## config.mk

```make
export PLATFORM = sky130hd
export DESIGN_NAME = tau_addr_update
export DESIGN_NICKNAME = d
export VERILOG_FILES = /design/src/logic/tau_pkg.sv /design/src/logic/tau_addr_update.sv
export SDC_FILE = /design/constraint.sdc
export NUM_CORES = 1
export LEC_CHECK = 0
export BUFFER_PORTS_ARGS = -buffer_cell sky130_fd_sc_hd__buf_2
export CORE_MARGIN = 2
export CORE_UTILIZATION = 57
export DETAILED_ROUTE_END_ITERATION = 10
export GPL_ROUTABILITY_DRIVEN = 0
export HOLD_SLACK_MARGIN = 0.1
export PLACE_DENSITY = 0.94
export SLEW_MARGIN = 20
export SYNTH_ARGS = -nofsm -noshare
export SYNTH_HDL_FRONTEND = slang
export SYNTH_SLANG_ARGS = --single-unit
```

## constraint.sdc

```tcl
create_clock -name ref_clk -period 6.8 [get_ports ref_clk]
set_input_delay 0.68 -clock ref_clk [delete_from_list [all_inputs] [get_ports ref_clk]]
set_output_delay 0.68 -clock ref_clk [all_outputs]
set_load 0.03 [all_outputs]
```

## src/logic/tau_pkg.sv

```systemverilog
/*
 * Constants for the transfer address update block: register offsets,
 * mode-register field positions, reset values and size codes.
 * Assumes a plain 32-bit register port with registers of up to 32 bits at word offsets.
 */
package tau_pkg;

    // ---------------------------------------------------------------
    // Register map
    // ---------------------------------------------------------------
    localparam logic [7:0] TAU_OFF_MODE   = 8'h00;
    localparam logic [7:0] TAU_OFF_DEST   = 8'h04;
    localparam logic [7:0] TAU_OFF_SRC    = 8'h08;
    localparam logic [7:0] TAU_OFF_STATUS = 8'h0C;

    // ---------------------------------------------------------------
    // Mode register fields
    // ---------------------------------------------------------------
    localparam int TAU_MODE_RAS_BIT = 4;
    localparam int TAU_MODE_DM_HI   = 3;
    localparam int TAU_MODE_DM_LO   = 2;
    localparam int TAU_MODE_SZ_HI   = 6;
    localparam int TAU_MODE_SZ_LO   = 5;
    localparam logic [7:0] TAU_MODE_WMASK = 8'h7C;
    localparam logic [7:0] TAU_MODE_RST   = 8'h00;
    localparam logic [31:0] TAU_ADDR_RST  = 32'h0000_0000;

    // ---------------------------------------------------------------
    // Destination modes and size codes
    // ---------------------------------------------------------------
    localparam logic [1:0] TAU_DM_INC = 2'h2;
    localparam logic [1:0] TAU_DM_DEC = 2'h3;
    localparam logic [1:0] TAU_SZ_BYTE = 2'h0;
    localparam logic [1:0] TAU_SZ_WORD = 2'h1;
    localparam logic [1:0] TAU_SZ_LONG = 2'h2;

endpackage

```

## src/logic/tau_addr_update.sv

```systemverilog
/*
 * Address update block of the transfer controller. Holds the mode
 * register, the source and destination address registers, and steps
 * the selected address once per completed transfer unit.
 * Assumes the controller core pulses xfer_done for one ref_clk cycle per
 * unit and that software writes happen on the same clock.
 */
// The register offsets and the address-and-strobe port were decided locally.
module tau_addr_update #(
    parameter int ADDR_W = 32
) (
    // Clock and reset.
    input  wire logic              ref_clk,
    input  wire logic              rst,
    // Register port.
    input  wire logic [7:0]        reg_addr,
    input  wire logic [31:0]       reg_wdata,
    input  wire logic              reg_wr,
    input  wire logic              reg_rd,
    output logic      [31:0]       reg_rdata,
    // Controller core side.
    input  wire logic              xfer_done,
    output logic      [ADDR_W-1:0] dest_addr,
    output logic      [ADDR_W-1:0] src_addr,
    output logic                   repeat_area_select,
    output logic      [1:0]        xfer_size
);

    // ---------------------------------------------------------------
    // Registers
    // ---------------------------------------------------------------
    logic [7:0]        mode_ff;
    logic [ADDR_W-1:0] dest_address_reg_ff;
    logic [ADDR_W-1:0] src_address_reg_ff;
    logic [31:0]       rdata_ff;
    logic              size_err_ff;

    // Field decode of the mode register.
    logic [1:0] dest_addr_mode;
    logic [1:0] size_code;
    logic       size_ok;
    logic [ADDR_W-1:0] step;
    logic       do_inc;
    logic       do_dec;
    assign dest_addr_mode = mode_ff[tau_pkg::TAU_MODE_DM_HI:
                                    tau_pkg::TAU_MODE_DM_LO];
    assign size_code = mode_ff[tau_pkg::TAU_MODE_SZ_HI:
                               tau_pkg::TAU_MODE_SZ_LO];
    assign repeat_area_select = mode_ff[tau_pkg::TAU_MODE_RAS_BIT];

    // Step width by size code; size 11 moves nothing.
    function automatic logic [ADDR_W-1:0] size_step(input logic [1:0] sz);
        case (sz)
            tau_pkg::TAU_SZ_BYTE: size_step = ADDR_W'(1);
            tau_pkg::TAU_SZ_WORD: size_step = ADDR_W'(2);
            tau_pkg::TAU_SZ_LONG: size_step = ADDR_W'(4);
            default:              size_step = '0;
        endcase
    endfunction

    // Update enables; upper mode bit clear leaves both addresses alone.
    assign step    = size_step(size_code);
    assign size_ok = (size_code != 2'h3);
    assign do_inc  = xfer_done && size_ok &&
                     (dest_addr_mode == tau_pkg::TAU_DM_INC);
    assign do_dec  = xfer_done && size_ok &&
                     (dest_addr_mode == tau_pkg::TAU_DM_DEC);

    // Address decode of the register port.
    logic sel_mode;
    logic sel_dest;
    logic sel_src;
    logic sel_stat;
    assign sel_mode = (reg_addr == tau_pkg::TAU_OFF_MODE);
    assign sel_dest = (reg_addr == tau_pkg::TAU_OFF_DEST);
    assign sel_src  = (reg_addr == tau_pkg::TAU_OFF_SRC);
    assign sel_stat = (reg_addr == tau_pkg::TAU_OFF_STATUS);

    // Mode register; the two low reserved bits are never stored.
    always_ff @(posedge ref_clk or posedge rst) begin
        if (rst) begin
            mode_ff <= tau_pkg::TAU_MODE_RST;
        end else if (reg_wr && sel_mode) begin
            mode_ff <= reg_wdata[7:0] & tau_pkg::TAU_MODE_WMASK;
        end
    end

    // Destination address: software write wins, else step up, wrapping.
    always_ff @(posedge ref_clk or posedge rst) begin
        if (rst) begin
            dest_address_reg_ff <= ADDR_W'(tau_pkg::TAU_ADDR_RST);
        end else if (reg_wr && sel_dest) begin
            dest_address_reg_ff <= reg_wdata[ADDR_W-1:0];
        end else if (do_inc) begin
            dest_address_reg_ff <= dest_address_reg_ff + step;
        end
    end

    // Source address: software write wins, else step down, wrapping.
    always_ff @(posedge ref_clk or posedge rst) begin
        if (rst) begin
            src_address_reg_ff <= ADDR_W'(tau_pkg::TAU_ADDR_RST);
        end else if (reg_wr && sel_src) begin
            src_address_reg_ff <= reg_wdata[ADDR_W-1:0];
        end else if (do_dec) begin
            src_address_reg_ff <= src_address_reg_ff - step;
        end
    end

    // Sticky flag for a transfer seen with the reserved size code.
    always_ff @(posedge ref_clk or posedge rst) begin
        if (rst) begin
            size_err_ff <= 1'b0;
        end else if (xfer_done && !size_ok) begin
            size_err_ff <= 1'b1;
        end else if (reg_wr && sel_stat && reg_wdata[0]) begin
            size_err_ff <= 1'b0;
        end
    end

    // Read mux; unmapped addresses read as zero.
    logic [31:0] rd_mux;
    assign rd_mux = sel_mode ? {24'h000000, mode_ff} :
                    sel_dest ? 32'(dest_address_reg_ff) :
                    sel_src  ? 32'(src_address_reg_ff) :
                    sel_stat ? {31'h00000000, size_err_ff} : 32'h00000000;

    // Read data stand only in the cycle after the strobe.
    always_ff @(posedge ref_clk or posedge rst) begin
        if (rst) begin
            rdata_ff <= 32'h00000000;
        end else if (reg_rd) begin
            rdata_ff <= rd_mux;
        end else begin
            rdata_ff <= 32'h00000000;
        end
    end

    // Outputs to the register port and the controller core.
    assign reg_rdata = rdata_ff;
    assign dest_addr = dest_address_reg_ff;
    assign src_addr  = src_address_reg_ff;
    assign xfer_size = size_code;

endmodule

```

==> results_dict.tcl <==
set metrics [dict create \
    status "finished clean" \
    pwr-share-comb 0.242 \
    wl_um 15500 \
    crit_fanout 12 \
    end_kind "flop" \
    switching_share 0.364 \
    synth_top_area_share 0.473 \
    ant_nets 0 \
    crit_arrival_ns 3.20 \
    grt_max_degree 65 \
    groute.usage.overall 0.301 \
    synthTopCellsByCount "dfrtp_1, nor2_1, nand2_1" \
    r2r_slack_ns 3.89 \
    ys_seq_elements 102 \
    synthArstFlopShare 1.00 \
    drt_iter0_drc 391 \
    insertion_delay_ns 0.37 \
    hp-class "primary input to asynchronous set/reset pin" \
    drv_cap 0 \
    ir_drop_uv 100 \
    die-height_um 101 \
    syn2layout_area_growth_pct 18.4 \
    top_level_ports 144 \
    r2r-start "mode_ff[5]" \
    r2r-end "dest_addr[31]" \
    rsz0062_at_grt "false" \
    relSlewSlack 0.407 \
    finalSetupViolCount 0 \
    p_per_area_nw_per_um2 223 \
    p_clk_frac 0.259 \
    clock_path_buffers 2 \
    cts_root_buf "clkbuf_8" \
    wire_per_inst_um 18.8 \
    finish.net_count 764 \
    cts_tree "built" \
    via_per_inst 6.28 \
    io_buffers 143 \
    drcViolationCount 0 \
    synthTopCellsByArea "dfrtp_1, nor2_1, xor2_1" \
    period_share 0.428 \
    n_antenna_cell 0 \
    fill_cells 702 \
    h-tree-depth 3 \
    drt_pass1_iterations 5 \
    cp.required_ns 7.09 \
    ys_seq_area_frac 0.473 \
    synth_ff_type "dfrtp_1" \
    finalCriticalPeriod_ns 2.91 \
    cp-start-kind "flop" \
    antenna_found_initial 0 \
    ctsResizeCount 0 \
    max_slew.worst_pin.slew_ns 0.883 \
    crit_start "mode_ff[5]" \
    pwr-share-seq 0.498 \
    dr_total_vias 5194 \
    p_switching_mw 0.519 \
    synth-edff-count 0 \
    hpwlAfterDp_um 10700 \
    ctsHoldBuffers 0 \
    gr-total-overflow 0 \
    die_area_sq_um 10300 \
    drive_gt1_frac 0.256 \
    yosys.area.top_type "dfrtp_1" \
    intPower_mw 0.907 \
    yosysMostFrequentCell "dfrtp_1" \
    die_w_um 101 \
    initial_core_util 0.587 \
    hold_viol 0 \
    fp-row-count 35 \
    leakagePower_nw 3.11 \
    syn_area_sq_um 5400 \
    tns_ns 0 \
    crit_type "flop to flop" \
    syn_avg_cell_area_sq_um 9.22 \
    fmax_mhz 344 \
    finClkSkew_ns 0.0149 \
    grt_pass1_vias 5007 \
    grt_pass1_wl_um 24200 \
    path_clk_slew_ns 0.10 \
    synth_nets 639 \
    numClockSinks 102 \
    ys_types 41 \
    synthCells 586 \
    ys_warn_count 0 \
    cts_setup_buffers 0 \
    reg2reg_depth 9 \
    core_area_sq_um 9200 \
    slew_violations 0 \
    cts_buffers 9 \
    hold_ws_ns 0.381 \
]
## cells in the final DEF, fill, tap and decap left out, types with 3 or more instances in the layout
cell type	count
clkbuf_8	10
nor3_1	11
and3_1	9
nor2b_1	4
or3_1	7
or4_1	8
nand4b_1	3
and2_1	7
nor4_1	12
nand3_1	18
inv_1	8
mux2i_1	7
ha_1	6
and4_1	5
buf_2	143
a22oi_1	27
a21oi_1	40
o21ai_0	29
mux2_2	6
a31oi_1	8
nand4_1	19
o31ai_1	4
buf_4	5
xor2_1	27
nor4b_1	3
nand2b_1	6
nor2_1	89
dfrtp_1	102
xnor2_1	23
nand2_1	41
## kinds of logic after synthesis
logic type,Yosys count,synth area share
adders and majority gates,8,0.0213
DFF,102,0.473
muxes,13,0.0255
AOI/OAI and AO/OA,115,0.128
and+or+nand+nor,254,0.239
buffers and inverters,44,0.0324
xor gates and xnor gates,50,0.0811
## power by group through the flow
stage                     clock (mW)  combinational, mW  sequential (mW)
after global routing           0.392              0.372            0.716
after global placement             0              0.328            0.716
after floorplan                    0              0.166            0.775
after detailed placement           0              0.338            0.720
after CTS                      0.372              0.341            0.708
final                          0.370              0.346            0.711
## metrics by stage
stage	cell area (sq um)	power (mW)	setup slack, ns	util	cells
2_1_floorplan	5400	0.941	3.44	-	586
3_3_place_gp	6180	1.04	3.91	0.672	810
3_5_place_dp	6180	1.06	3.66	0.672	810
4_1_cts	6370	1.42	3.92	0.692	826
5_1_grt	6390	1.48	3.72	0.695	827
6_report	6390	1.43	3.89	0.695	827
## layout make-up
class,instances,area (sq um),area share
Multi-Input combinational cell,440,2720,0.425
Sequential cell,102,2550,0.399
Timing Repair Buffer,149,768,0.120
Clock buffer,11,141,0.0221
Tap cell,111,139,0.0217
Clock inverter,5,41.3,0.00646
Inverter,9,36.3,0.00568
## flip-flops by register name, indices dropped and copies added (netlist names)
signal,flops
dest_addr,32
mode_ff,5
reg_rdata,32
size_err_ff,1
src_addr,32
## how the worst max path moves through the flow
| stage | endpoint | cells after the start |
|---|---|---|
| after floorplan | dest_addr[0] | 1 |
| after global placement | src_addr[6] | 6 |
| after detailed placement | src_addr[3] | 6 |
| after CTS | dest_addr[30] | 10 |
| after global routing | dest_addr[30] | 10 |
| final | dest_addr[31] | 9 |
## worst max-delay path: stages (launching register included)
cell and delay, ns:
dfrtp_1 0.46, nand2b_1 0.18, inv_1 0.06, ha_1 0.35, a21oi_1 0.10, a2111oi_2 0.36
buf_4 0.28, nand3_1 0.29, or4_1 0.59, a31oi_1 0.18
## layer usage
layer,part of all wire,up-vias,GRT usage
li1,-,2324,-
met1,0.40,2513,0.404
met2,0.48,320,0.497
met3,0.092,37,0.0455
met4,0.024,0,0.113
met5,0,-,0
Note: power is estimated with default switching activity, not from simulation.
